**config.mk**
```make
export PLATFORM = sky130hd
export DESIGN_NAME = azd_msg_decoder
export DESIGN_NICKNAME = d
export VERILOG_FILES = /design/src/hdl/azd_pkg.sv /design/src/hdl/azd_msg_decoder.sv /design/src/hdl/azd_pwm_gen.sv
export VERILOG_INCLUDE_DIRS = /design/src /design/src/hdl
export SDC_FILE = /design/constraint.sdc
export NUM_CORES = 2
export LEC_CHECK = 0
export ABC_CLOCK_PERIOD_IN_PS = 18000
export BUFFER_PORTS_ARGS = -buffer_cell sky130_fd_sc_hd__buf_2
export CAP_MARGIN = 10
export CELL_PAD_IN_SITES_DETAIL_PLACEMENT = 1
export CELL_PAD_IN_SITES_GLOBAL_PLACEMENT = 2
export CORE_MARGIN = 2
export CORE_UTILIZATION = 41
export CTS_CLUSTER_DIAMETER = 150
export DETAILED_ROUTE_END_ITERATION = 10
export PLACE_DENSITY_LB_ADDON = 0.1
export SLEW_MARGIN = 10
export SYNTH_ARGS = -nofsm -noshare
export SYNTH_HDL_FRONTEND = slang
export SYNTH_SLANG_ARGS = --single-unit
```
**constraint.sdc**
```tcl
create_clock -name clk -period 18 [get_ports clk]
set_clock_uncertainty 0.05 [all_clocks]
set_input_delay 1.8 -clock clk [delete_from_list [all_inputs] [get_ports clk]]
set_output_delay 1.8 -clock clk [all_outputs]
set_load 0.005 [all_outputs]
```
**src/hdl/azd_map.svh**
```systemverilog
// field positions, message codes and reset values of the autozero / duty message decoder
// assumes inclusion by the package and the design modules; definitions only
`ifndef AZD_MAP_SVH
`define AZD_MAP_SVH
`define AZD_RW_BIT 31
`define AZD_SEL_HI 30
`define AZD_SEL_LO 27
`define AZD_CH_HI 26
`define AZD_CH_LO 24
`define AZD_SEL_AUTOZERO 4'h7
`define AZD_SEL_DUTY 4'h8
`define AZD_HI_FLAG_BIT 17
`define AZD_LO_FLAG_BIT 16
`define AZD_HI_VAL_HI 15
`define AZD_HI_VAL_LO 8
`define AZD_LO_VAL_HI 7
`define AZD_LO_VAL_LO 0
`define AZD_DUTY_WR_HI 18
`define AZD_DUTY_RD_HI 20
`define AZD_DUTY_MASK_HI 12
`define AZD_DUTY_MASK_LO 11
`define AZD_DUTY_RESET 19'h00000
`define AZD_FLAG_RESET 1'h0
`define AZD_PWM_SCALE 32
`endif

```
**src/hdl/azd_pkg.sv**
```systemverilog
// types shared by the autozero / duty message decoder
// assumes azd_map.svh on the include path
`include "azd_map.svh"
package azd_pkg;
	typedef logic [31:0] azd_frame_t;
	typedef logic [2:0] azd_channel_select_t;
	typedef logic [18:0] azd_duty_t;
	typedef logic [20:0] azd_rdduty_t;
	typedef logic [7:0] azd_offs_t;
	typedef enum logic [1:0] {
		AZD_IDLE = 2'b00,
		AZD_RUN = 2'b01
	} azd_az_e;
endpackage : azd_pkg

```
**src/hdl/azd_msg_decoder.sv**
```systemverilog
// decoder for the autozero and duty spi messages of an eight-channel current driver
// assumes frames arrive already deserialised, one per frame_valid pulse, on clk
`timescale 1ns/1ps
`include "azd_map.svh"

// What this block does
// - bit 31 read/write, selector 0111, channel field picks autozero of a channel
// - autozero write starts the channel's sequence and clears both done flags
// - both done flags set when the channel's autozero sequence finishes
// - autozero read starts nothing but clears both flags after reporting them
// - response bit 17 shows gate-high autozero happened since last autozero read or write
// - response bit 16 shows gate-low autozero happened since last autozero read or write
// - both done flags reset to zero
// - gate-high offset value returned in bits 15:8
// - gate-low offset value returned in bits 7:0
// - selector 1000 addresses duty; write carries bits 18:0, reset zero
// - written duty drives the output only in direct-pwm mode
// - duty written in current mode is kept and used once direct-pwm
// - duty read returns bits 20:0; current mode gives regulator duty
// - direct-pwm duty read returns written value with bits 11, 12 zero
// - direct-pwm on-fraction is duty over n times 32
// - current-mode on-fraction is duty over n times m
// - on-fraction saturates at full on above 100 percent
module azd_msg_decoder #(
	parameter int NCH = 8,
	parameter int PW = 16
) (
	input wire logic clk,
	input wire logic sys_rst,
	input wire azd_pkg::azd_frame_t frame_in,
	input wire logic frame_valid,
	output azd_pkg::azd_frame_t frame_out,
	output logic frame_out_valid,
	input wire logic [NCH-1:0] direct_pwm_mode,
	input wire logic [PW-1:0] period_n,
	input wire logic [9:0] sample_m,
	input wire logic [NCH*21-1:0] regulator_duty,
	output logic [NCH-1:0] az_start,
	input wire logic [NCH-1:0] az_done,
	input wire logic [NCH*8-1:0] az_high_value,
	input wire logic [NCH*8-1:0] az_low_value,
	output logic [NCH-1:0] pwm_out
);
	import azd_pkg::*;

	// ----------------------------------------------------------------
	// frame decode
	// ----------------------------------------------------------------
	logic is_write, is_az, is_duty;
	logic [3:0] sel;
	azd_channel_select_t ch;

	// field split of the incoming frame
	always_comb begin
		is_write = frame_in[`AZD_RW_BIT];
		sel = frame_in[`AZD_SEL_HI:`AZD_SEL_LO];
		ch = frame_in[`AZD_CH_HI:`AZD_CH_LO];
		is_az = frame_valid && (sel == `AZD_SEL_AUTOZERO);
		is_duty = frame_valid && (sel == `AZD_SEL_DUTY);
	end

	// ----------------------------------------------------------------
	// per-channel state
	// ----------------------------------------------------------------
	logic [NCH-1:0] hi_flag_r, hi_flag_nxt;
	logic [NCH-1:0] lo_flag_r, lo_flag_nxt;
	logic [NCH-1:0] start_r, start_nxt;
	azd_duty_t duty_r [NCH];
	azd_duty_t duty_nxt [NCH];

	// done flags: completion wins over a clear in the same cycle so no event is lost
	always_comb begin
		hi_flag_nxt = hi_flag_r;
		lo_flag_nxt = lo_flag_r;
		start_nxt = '0;
		for (int i = 0; i < NCH; i++) begin
			duty_nxt[i] = duty_r[i];
		end
		if (is_az) begin
			// a read clears after reporting; the response is built from the old value
			hi_flag_nxt[ch] = 1'b0;
			lo_flag_nxt[ch] = 1'b0;
			if (is_write) begin
				start_nxt[ch] = 1'b1;
			end
		end
		hi_flag_nxt = hi_flag_nxt | az_done;
		lo_flag_nxt = lo_flag_nxt | az_done;
		// stored regardless of mode, so a later switch to direct-pwm picks it up
		if (is_duty && is_write) begin
			duty_nxt[ch] = frame_in[`AZD_DUTY_WR_HI:0];
		end
	end

	always_ff @(posedge clk or posedge sys_rst) begin
		if (sys_rst) begin
			hi_flag_r <= {NCH{`AZD_FLAG_RESET}};
			lo_flag_r <= {NCH{`AZD_FLAG_RESET}};
			start_r <= '0;
			for (int i = 0; i < NCH; i++) begin
				duty_r[i] <= `AZD_DUTY_RESET;
			end
		end else begin
			hi_flag_r <= hi_flag_nxt;
			lo_flag_r <= lo_flag_nxt;
			start_r <= start_nxt;
			for (int i = 0; i < NCH; i++) begin
				duty_r[i] <= duty_nxt[i];
			end
		end
	end
	// host is trusted to wait for current decay before a trigger; no check here
	assign az_start = start_r;

	// ----------------------------------------------------------------
	// response frame
	// ----------------------------------------------------------------
	azd_frame_t resp_r, resp_nxt;
	logic resp_v_r, resp_v_nxt;

	// duty readback per mode
	function automatic azd_rdduty_t rd_duty(input logic direct, input azd_duty_t wr, input azd_rdduty_t pi);
		azd_rdduty_t v;
		v = pi;
		if (direct) begin
			v = {2'b00, wr};
			v[`AZD_DUTY_MASK_HI:`AZD_DUTY_MASK_LO] = 2'b00;
		end
		return v;
	endfunction : rd_duty

	always_comb begin
		resp_nxt = resp_r;
		resp_v_nxt = 1'b0;
		if (is_az || is_duty) begin
			resp_v_nxt = 1'b1;
			resp_nxt = '0;
			resp_nxt[`AZD_SEL_HI:`AZD_SEL_LO] = sel;
			resp_nxt[`AZD_CH_HI:`AZD_CH_LO] = ch;
			if (is_az) begin
				resp_nxt[`AZD_HI_FLAG_BIT] = hi_flag_r[ch] | az_done[ch];
				resp_nxt[`AZD_LO_FLAG_BIT] = lo_flag_r[ch] | az_done[ch];
				resp_nxt[`AZD_HI_VAL_HI:`AZD_HI_VAL_LO] = az_high_value[ch*8 +: 8];
				resp_nxt[`AZD_LO_VAL_HI:`AZD_LO_VAL_LO] = az_low_value[ch*8 +: 8];
			end else begin
				resp_nxt[`AZD_DUTY_RD_HI:0] = rd_duty(direct_pwm_mode[ch], duty_r[ch],
					regulator_duty[ch*21 +: 21]);
			end
		end
	end

	always_ff @(posedge clk or posedge sys_rst) begin
		if (sys_rst) begin
			resp_r <= '0;
			resp_v_r <= 1'b0;
		end else begin
			resp_r <= resp_nxt;
			resp_v_r <= resp_v_nxt;
		end
	end
	assign frame_out = resp_r;
	assign frame_out_valid = resp_v_r;

	// ----------------------------------------------------------------
	// output generation
	// ----------------------------------------------------------------
	// direct mode uses the stored spi duty over n*32, current mode the regulator over n*m
	for (genvar g = 0; g < NCH; g++) begin : g_ch
		logic [20:0] eff_duty;
		logic [9:0] eff_scale;
		assign eff_duty = direct_pwm_mode[g] ? {2'b00, duty_r[g]} : regulator_duty[g*21 +: 21];
		assign eff_scale = direct_pwm_mode[g] ? 10'(`AZD_PWM_SCALE) : sample_m;
		azd_pwm_gen #(.DW(21), .PW(PW)) u_pwm (
			.clk(clk),
			.sys_rst(sys_rst),
			.duty(eff_duty),
			.period_n(period_n),
			.scale(eff_scale),
			.pwm_out(pwm_out[g])
		);

		// a duty only moves on a duty write to this very channel
		a_duty_write_only : assert property (@(posedge clk) disable iff (sys_rst)
			!(is_duty && is_write && ch == azd_channel_select_t'(g)) |=> $stable(duty_r[g]))
			else $error("stored duty changed without a write");

		// zero effective duty must keep the channel off
		a_pwm_zero_low : assert property (@(posedge clk) disable iff (sys_rst)
			(eff_duty == '0) [*2] |-> !pwm_out[g])
			else $error("channel on with zero duty");
	end

	// ----------------------------------------------------------------
	// checks
	// ----------------------------------------------------------------
	a_az_write_start : assert property (@(posedge clk) disable iff (sys_rst)
		(is_az && is_write) |=> az_start[$past(ch)])
		else $error("autozero write did not start sequence");
	a_az_read_nostart : assert property (@(posedge clk) disable iff (sys_rst)
		(frame_valid && !(is_az && is_write)) |=> az_start == '0)
		else $error("autozero started without write");
	a_done_sets_flags : assert property (@(posedge clk) disable iff (sys_rst)
		(az_done != '0) |=> ((hi_flag_r & lo_flag_r & $past(az_done)) == $past(az_done)))
		else $error("done flags not set after completion");
	a_read_clears : assert property (@(posedge clk) disable iff (sys_rst)
		(is_az && !az_done[ch]) |=> !hi_flag_r[$past(ch)] && !lo_flag_r[$past(ch)])
		else $error("flags not cleared by access");
	a_resp_header : assert property (@(posedge clk) disable iff (sys_rst)
		frame_out_valid |-> !frame_out[`AZD_RW_BIT] && frame_out[30:27] == $past(sel))
		else $error("response header wrong");
	a_az_pad_zero : assert property (@(posedge clk) disable iff (sys_rst)
		(frame_out_valid && frame_out[30:27] == `AZD_SEL_AUTOZERO) |-> frame_out[23:18] == '0)
		else $error("autozero response pad not zero");
	a_duty_mask : assert property (@(posedge clk) disable iff (sys_rst)
		(is_duty && direct_pwm_mode[ch]) |=> frame_out[12:11] == 2'b00 && frame_out[23:21] == '0)
		else $error("direct duty readback bits 12:11 not zero");
	a_duty_stored : assert property (@(posedge clk) disable iff (sys_rst)
		(is_duty && is_write) |=> duty_r[$past(ch)] == $past(frame_in[18:0]))
		else $error("duty write not stored");
	a_az_value_echo : assert property (@(posedge clk) disable iff (sys_rst)
		is_az |=> frame_out[15:8] == $past(az_high_value[ch*8 +: 8]))
		else $error("gate-high offset value wrong");

	// ----------------------------------------------------------------
	// reset marker for the flag reset check
	// ----------------------------------------------------------------
	logic first_r, first_nxt;

	// high only in the first cycle after reset is let go
	always_comb begin
		first_nxt = 1'b0;
	end

	always_ff @(posedge clk or posedge sys_rst) begin
		if (sys_rst) begin
			first_r <= 1'b1;
		end else begin
			first_r <= first_nxt;
		end
	end

	// ----------------------------------------------------------------
	// further checks on flags, starts, readback, response framing and outputs
	// ----------------------------------------------------------------
	// flags must leave reset cleared
	a_flags_from_reset : assert property (@(posedge clk) disable iff (sys_rst)
		first_r |-> hi_flag_r == '0 && lo_flag_r == '0)
		else $error("done flags not zero after reset");

	// gate-low offset byte follows the addressed channel
	a_lo_value_echo : assert property (@(posedge clk) disable iff (sys_rst)
		is_az |=> frame_out[`AZD_LO_VAL_HI:`AZD_LO_VAL_LO] == $past(az_low_value[ch*8 +: 8]))
		else $error("gate-low offset value wrong");

	// reported gate-high flag is the one held before the access, or-ed with a completion in the same cycle
	a_hi_flag_report : assert property (@(posedge clk) disable iff (sys_rst)
		is_az |=> frame_out[`AZD_HI_FLAG_BIT] == $past(hi_flag_r[ch] | az_done[ch]))
		else $error("gate-high flag report wrong");

	// reported gate-low flag is the one held before the access, or-ed with a completion in the same cycle
	a_lo_flag_report : assert property (@(posedge clk) disable iff (sys_rst)
		is_az |=> frame_out[`AZD_LO_FLAG_BIT] == $past(lo_flag_r[ch] | az_done[ch]))
		else $error("gate-low flag report wrong");

	// flags only move on an access or a completion
	a_flags_hold : assert property (@(posedge clk) disable iff (sys_rst)
		(!is_az && az_done == '0) |=> $stable(hi_flag_r) && $stable(lo_flag_r))
		else $error("done flags moved without cause");

	// completion in the same cycle as an access must not be lost
	a_done_wins : assert property (@(posedge clk) disable iff (sys_rst)
		(is_az && az_done[ch]) |=> hi_flag_r[$past(ch)] && lo_flag_r[$past(ch)])
		else $error("completion lost against a clear");

	// only one channel may be started at a time
	a_start_onehot : assert property (@(posedge clk) disable iff (sys_rst)
		(az_start != '0) |-> $onehot(az_start))
		else $error("more than one autozero start");

	// duty response pads above bit 20 are zero in both modes
	a_duty_pad_zero : assert property (@(posedge clk) disable iff (sys_rst)
		is_duty |=> frame_out[23:21] == '0)
		else $error("duty response pad not zero");

	// current mode reports the regulator duty unchanged
	a_current_readback : assert property (@(posedge clk) disable iff (sys_rst)
		(is_duty && !direct_pwm_mode[ch]) |=> frame_out[`AZD_DUTY_RD_HI:0] == $past(regulator_duty[ch*21 +: 21]))
		else $error("regulator duty readback wrong");

	// direct mode reports the stored duty outside the forced-zero bits
	a_direct_readback : assert property (@(posedge clk) disable iff (sys_rst)
		(is_duty && direct_pwm_mode[ch]) |=> frame_out[18:13] == $past(duty_r[ch][18:13])
		&& frame_out[10:0] == $past(duty_r[ch][10:0]))
		else $error("direct duty readback wrong");

	// the answer names the channel that was asked for
	a_resp_channel_select_echo : assert property (@(posedge clk) disable iff (sys_rst)
		frame_out_valid |-> frame_out[`AZD_CH_HI:`AZD_CH_LO] == $past(ch))
		else $error("response channel wrong");

	// an answer comes exactly for a decoded frame, never otherwise
	a_resp_only_decoded : assert property (@(posedge clk) disable iff (sys_rst)
		1'b1 |-> frame_out_valid == $past(is_az || is_duty))
		else $error("response pulse without decoded frame");

	// a zero period keeps every output low
	a_pwm_no_period : assert property (@(posedge clk) disable iff (sys_rst)
		(period_n == '0) [*2] |-> pwm_out == '0)
		else $error("output on with zero period");
endmodule : azd_msg_decoder

```
**src/hdl/azd_pwm_gen.sv**
```systemverilog
// one channel pwm generator: on-fraction = duty / (n * scale), clipped at full on
// assumes n and scale come from the control configuration; same clock as the decoder
`timescale 1ns/1ps
`include "azd_map.svh"
module azd_pwm_gen #(
	parameter int DW = 21,
	parameter int PW = 16
) (
	input wire logic clk,
	input wire logic sys_rst,
	input wire logic [DW-1:0] duty,
	input wire logic [PW-1:0] period_n,
	input wire logic [9:0] scale,
	output logic pwm_out
);
	localparam int CW = PW + 10;
	logic [CW-1:0] cnt_r, cnt_nxt;
	logic [CW-1:0] len;
	logic out_r, out_nxt;

	// period length in ticks; a zero length keeps the counter parked
	always_comb begin
		len = CW'(period_n) * CW'(scale);
		cnt_nxt = (cnt_r + CW'(1) >= len) ? '0 : cnt_r + CW'(1);
		// compare in the wide domain so a duty above the period saturates high
		out_nxt = (len != '0) && ((CW+DW)'(duty) > (CW+DW)'(cnt_r));
	end

	always_ff @(posedge clk or posedge sys_rst) begin
		if (sys_rst) begin
			cnt_r <= '0;
			out_r <= 1'b0;
		end else begin
			cnt_r <= cnt_nxt;
			out_r <= out_nxt;
		end
	end
	assign pwm_out = out_r;

	a_pwm_full_on : assert property (@(posedge clk) disable iff (sys_rst)
		(len != '0 && (CW+DW)'(duty) >= (CW+DW)'(len)) [*2] |-> out_r)
		else $error("pwm not saturated at full on");
endmodule : azd_pwm_gen

```
======== Yosys cells after proc, flatten, opt, wreduce, memory -nomap -nowiden ========
Cells that the tools add are included.
storage, ports and cells
  output and inout bits ................... 49
  bits of input ports ..................... 373
  register bits after elaboration ......... 421
operators by class
  muxes and demuxes ....................... 48
  shift operators ......................... 3
  reduce and logical (&&, ||, !) cells .... 22
  multipliers ............................. 9
  equal/unequal tests ..................... 2
  bitwise operators ....................... 8
  add/sub/neg operators ................... 8
  $lt $le $gt $ge ......................... 20
operators by type and width
  operator               number
  $add 26x1->26 const B  8
  $ge 26x26->1           8
  $gt 21x26->1           8
  $mul 16x10->26         8
  $mux 26                8
  $reduce_bool 26->1     8
  $mux 21                9
  $shiftx 168x9->21      1
  $bwmux 152             1
  $shiftx 64x7->8        2
  $mux 10                8
  $bmux 19 s3            1
  $demux 19 s3           1
  $mux 19                3
  $mux 8                 4
  $mux 18                1
  $and 8x8->8            2
  $or 8x8->8             2
  $logic_and 1x1->1      13
  $bmux 1 s3             4
  $mul 3x5->8 const B    1
  $not 8->8              1
  $mux 1                 6
  $eq 4x3->1 const B     1
  10 further kinds       11

======== Logic depth before layout (Yosys ltp) ========
  word-level depth ........................ 8
  mapped depth ............................ 33

======== Modules after synthesis ========
From an unflattened synthesis, not the netlist that was laid out.
second synthesis, totals
  cell total of the unflattened synthesis .. 8,524
  area, all modules ....................... 77,296.6 um^2
modules (own cells, without submodules)
  module                           seq. area each (um^2)  area an instance (um^2)  cells each  instances
  azd_pwm_gen (g_ch[1].u_pwm ...)  675.6                  8,102.8                  952         3
  azd_msg_decoder                  5,129.9                13,729.4                 1,189       1
  azd_pwm_gen (g_ch[6].u_pwm)      675.6                  8,356.8                  950         1
  azd_pwm_gen (g_ch[7].u_pwm)      675.6                  7,865.0                  903         1
  azd_pwm_gen (g_ch[4].u_pwm)      675.6                  7,787.5                  896         1
  azd_pwm_gen (g_ch[0].u_pwm)      675.6                  7,693.6                  888         1
  azd_pwm_gen (g_ch[5].u_pwm)      675.6                  7,556.0                  842         1

======== Least setup slack after synthesis ========
No wires, ideal clock.
  path type ............................... input port to flip-flop
  start ................................... in direct_pwm_mode[0]
  end ..................................... reg g_ch[0].u_pwm.cnt_r[10]
  library setup time ...................... 0.132 ns
  data arrival time ....................... 9.016 ns
  path slack .............................. 8.802 ns
  stages on the path ...................... 29
  path buffers ............................ 4
  required time ........................... 17.818 ns
  cell sequence ........................... clkbuf_1 -> clkbuf_1 -> nor2b_1 -> clkbuf_1 -> nand2_1 -> fa_1 -> inv_1 -> fa_1 -> fa_1 -> fa_1 -> fa_1 -> ha_1 -> o21ai_0 -> a21boi_0 -> and2_1 -> a21boi_0 -> o21a_1 -> a211o_1 -> a21o_1 -> a21oi_1 -> xnor2_1 -> ha_1 -> nand4_1 -> nor2_1 -> o21ai_0 -> or4_1 -> o22ai_1 -> clkbuf_1 -> nor2_1
on the way
  word-level cells in the longest chain between the ends .. 4
RTL lines
  item                                 RTL line                text
  start: declaration                   azd_msg_decoder.sv:34   input wire logic [NCH-1:0] direct_pwm_mode,
  $mux 10                              azd_msg_decoder.sv:172  assign eff_scale = direct_pwm_mode[g] ? 10'(`AZD_PWM_SCALE) : sample_m;
  $mul 16x10->26                       azd_pwm_gen.sv:23       len = CW'(period_n) * CW'(scale);
  $ge 26x26->1                         azd_pwm_gen.sv:24       cnt_nxt = (cnt_r + CW'(1) >= len) ? '0 : cnt_r + CW'(1);
  $mux 26                              azd_pwm_gen.sv:24
  named net g_ch[0].u_pwm.cnt_nxt[10]  azd_pwm_gen.sv:17       logic [CW-1:0] cnt_r, cnt_nxt;
  end signal: assignment               azd_pwm_gen.sv:34       cnt_r <= cnt_nxt;
  end: declaration                     azd_pwm_gen.sv:17
The timed path passes the listed nets, and every way through them passes these cells.
A chain may end at the register's enable or synchronous reset.

======== Worst setup path after layout ========
  start ................................... in sample_m[8]
  end ..................................... reg g_ch[1].u_pwm.cnt_r[20]
on the way
  word-level cells in the longest chain between the ends .. 4
RTL lines
  item                                 RTL line                text
  start: declaration                   azd_msg_decoder.sv:36   input wire logic [9:0] sample_m,
  $mux 10                              azd_msg_decoder.sv:172
  $mul 16x10->26                       azd_pwm_gen.sv:23
  $ge 26x26->1                         azd_pwm_gen.sv:24
  $mux 26                              azd_pwm_gen.sv:24
  named net g_ch[1].u_pwm.cnt_nxt[20]  azd_pwm_gen.sv:17
  end signal: assignment               azd_pwm_gen.sv:34
  end: declaration                     azd_pwm_gen.sv:17
The timed path passes the listed nets, and every way through them passes these cells.

==> results.toml <==
[final_layout]
utilization = 0.451
stdcell_count = 10700
mostFrequentLayoutCell = "sky130_fd_sc_hd__inv_1"
area_growth_pct = 9.18
fillers = 20500
drive_above_1_share = 0.123
final_net_count = 10400
layout_common_cells = "1006 x sky130_fd_sc_hd__inv_1, 880 x sky130_fd_sc_hd__fa_1, 872 x sky130_fd_sc_hd__ha_1"

[cts]
cts_resized = 0
clk_sink_count = 421
h-tree-depth = 2
clock_latency_ns = 0.71
cts-buffers-inserted = 56
postCtsSetupRepairBufs = 0
cts.reportedPaths.clkPinSlew_ns = 0.06
cts_hold_buf = 0
clk_root_buffer_cell = "sky130_fd_sc_hd__clkbuf_16"
cts-root-to-sink-buffers = 3
cts_tree = "yes"

[synthesis]
synth_instances = 8014
postSynthAreaPerCell_um2 = 9.10
synthDistinctLibCells = 89
seq_area_frac_synth = 0.144
synthFlopType = "sky130_fd_sc_hd__dfrtp_1"
synth_async_sr_flop_share = 1.00
netlist_area_um2 = 72900
warnings_from_yosys = 0
ys_ff_latch = 421
synth_edf_count = 0

[place]
place_ws_ns = 7.25
numPortBuffers = 412
hpwl_mm = 222
finalWeightedCongestion = 0.929
number_of_instances_in_the_placed_design = 10500

[setup_path]
type_of_the_worst_setup_path = "in -> reg"
critPathLaunch = "sample_m[8]"
cp_data_required_time_ns = 18.54
regToRegStartpoint = "g_ch[1].u_pwm.cnt_r[0]$_DFF_PP0_"
crit_path_end = "g_ch[1].u_pwm.cnt_r[20]$_DFF_PP0_"
crit_path_start_kind = "primary input"
cp-end-kind = "register"
timing.critical_path.slowest_cell_delay_ns = 0.80
cp_slowest_cell = "sky130_fd_sc_hd__nor2b_1"
r2r_end = "g_ch[1].u_pwm.cnt_r[20]$_DFF_PP0_"
rrSetupSlack_ns = 12.92
critical_path.most_common_cell = "sky130_fd_sc_hd__fa_1"
largest_fanout_of_any_net_on_the_critical_path = 17
critPathArrivalTime_ns = 10.38
worst_r2r_path_depth = 19

[power_and_ir_drop]
p_per_area_nw_per_um2 = 93.2
net-switching-power_mw = 3.66
internal_power_mw = 3.76
power.combinational.fraction = 0.696
power.share.sequential = 0.142
max-vdd-ir-drop_mv = 0.0841
switching_part_of_the_total_power = 0.493
power.share.clock = 0.162
total_leakage_power_nw = 40.0

[floorplan]
std_cell_rows = 154
die_area_um2 = 181000
num_io_pins = 422
die_x_um = 426
floorplan.initialDensity = 0.413
die_height_um = 426
core_area_um2 = 176000

[sta]
worst_slew_pin_slew_ns = 1.24
timing.slew.headroom = 0.173
slew_violations = 0
timing_hold_violations_final = 0
fmax_ghz = 0.102
period_share = 0.546
rsz_0062_raised_after_global_routing = "false"
post-route-min-period_ns = 9.83
setup_viol = 0
final_worst_slack_ns = 8.17
totalNegativeSetupSlack_ns = 0

[routing]
first_pass_iters = 6
drt-vias-per-instance = 5.69
route.detailed.wl_per_inst_um = 26.1
first_iteration_detailed_routing_drc_count = 3679
drt_drc_violations_left = 0
detail-route-antenna-nets = 0
dr_total_vias = 60600
postRouteWirelength_mm = 278

[grt]
met3_demand_to_capacity_share_in_global_routing = 0.0647
grt.busiest_layer = "met2"
globalRouteMet1Util = 0.405
grt_pass1_wl_mm = 421
grt-ovfl-total = 0
globalRouteMet2Util = 0.498
grt_max_degree = 74
first_global_vias = 66300
antenna_found_initial = 57
grt_use_total = 0.308

[flow_run]
max_cap_violations = 0

[worst_hold_path]
hp-class = "reg -> reg"

[status]
outcome = "finished clean"
==> registers in the layout (all words and copies together) (netlist names) <==
name	cells
g_ch.u_pwm.pwm_out	8
lo_flag_r	8
frame_out_valid	1
frame_out	28
duty_r	152
az_start	8
hi_flag_r	8
g_ch.u_pwm.cnt_r	208
==> how the worst min path moves through the flow <==
stage,start,end,slack (ns),cells after the start
6_report,frame_out[27]$_DFFE_PP0P_,frame_out[27]$_DFFE_PP0P_,0.42,2
5_1_grt,lo_flag_r[2]$_DFF_PP0_,lo_flag_r[2]$_DFF_PP0_,0.44,1
4_1_cts,lo_flag_r[2]$_DFF_PP0_,lo_flag_r[2]$_DFF_PP0_,0.43,1
3_5_place_dp,lo_flag_r[2]$_DFF_PP0_,lo_flag_r[2]$_DFF_PP0_,0.42,1
3_3_place_gp,frame_out[27]$_DFFE_PP0P_,frame_out[27]$_DFFE_PP0P_,0.41,2
2_1_floorplan,hi_flag_r[0]$_DFF_PP0_,hi_flag_r[0]$_DFF_PP0_,0.40,1
==> metrics by stage <==
stage / area, µm² / power [mW] / hold WS [ns]
floorplan: 72900 / 4.73 / 0.399
finish: 79600 / 7.42 / 0.423
detailed placement: 77600 / 6.22 / 0.416
global placement: 77600 / 6.12 / 0.406
global route: 79600 / 8.18 / 0.437
CTS: 79500 / 7.49 / 0.430
==> power groups by stage <==
stage	Combinational [mW]	Clock, mW	Sequential, mW
6_report	5.17	1.20	1.06
5_1_grt	5.87	1.26	1.06
4_1_cts	5.22	1.22	1.05
3_5_place_dp	5.15	0	1.07
3_3_place_gp	5.05	0	1.07
2_1_floorplan	3.67	0	1.05
==> final cells by class <==
| cell class | instances | area, µm² | area share |
|---|---|---|---|
| Multi-Input combinational cell | 6193 | 57200 | 0.718 |
| Sequential cell | 421 | 10500 | 0.132 |
| Inverter | 1007 | 3790 | 0.0476 |
| Timing Repair Buffer | 556 | 3180 | 0.0399 |
| Tap cell | 2340 | 2930 | 0.0368 |
| Clock buffer | 79 | 1610 | 0.0202 |
| Clock inverter | 24 | 344 | 0.00432 |
| Antenna cell | 32 | 80.1 | 0.00101 |
==> cell usage after synthesis, drive strengths merged (51+ instances only) <==
cell type	n	share of area
inv	1007	0.052
fa	880	0.24
ha	872	0.15
nand2	758	0.039
and2	608	0.052
dfrtp	421	0.14
clkbuf	348	0.018
nor2b	318	0.027
mux2	299	0.046
a21oi	244	0.017
xnor2	237	0.028
nor2	221	0.011
o21ai	188	0.013
a21o	175	0.018
a22oi	158	0.016
nand4	140	0.012
xor2	118	0.014
nand3	112	0.0077
and3	105	0.0090
nor3	92	0.0063
o21a	76	0.0078
a31oi	55	0.0047
nand2b	51	0.0044
==> metal layers <==
| layer | up-vias | routed length, µm |
|---|---|---|
| li1 | 27200 | - |
| met1 | 31600 | 119000 |
| met2 | 1519 | 127000 |
| met3 | 381 | 18900 |
| met4 | 26 | 12100 |
| met5 | - | 177 |
==> critical path, delay by kind of cell <==
kind                       cells  cell delay, ns
xor gates and xnor gates       1            0.34
AOI/OAI and AO/OA             12            2.67
buffers and inverters          4            1.15
and+or+nand+nor                5            1.15
adders and majority gates      7            3.27
==> logic make-up after synthesis <==
logic type               synth area share
AND/OR/NAND/NOR                     0.186
adder cells (fa/ha/maj)             0.391
buffers and inverters              0.0731
AO/OA/AOI/OAI                       0.115
flip-flops                          0.144
XOR/XNOR                           0.0426
multiplexers                       0.0477
other                           0.0000514
(Power assumes the default switching activity.)
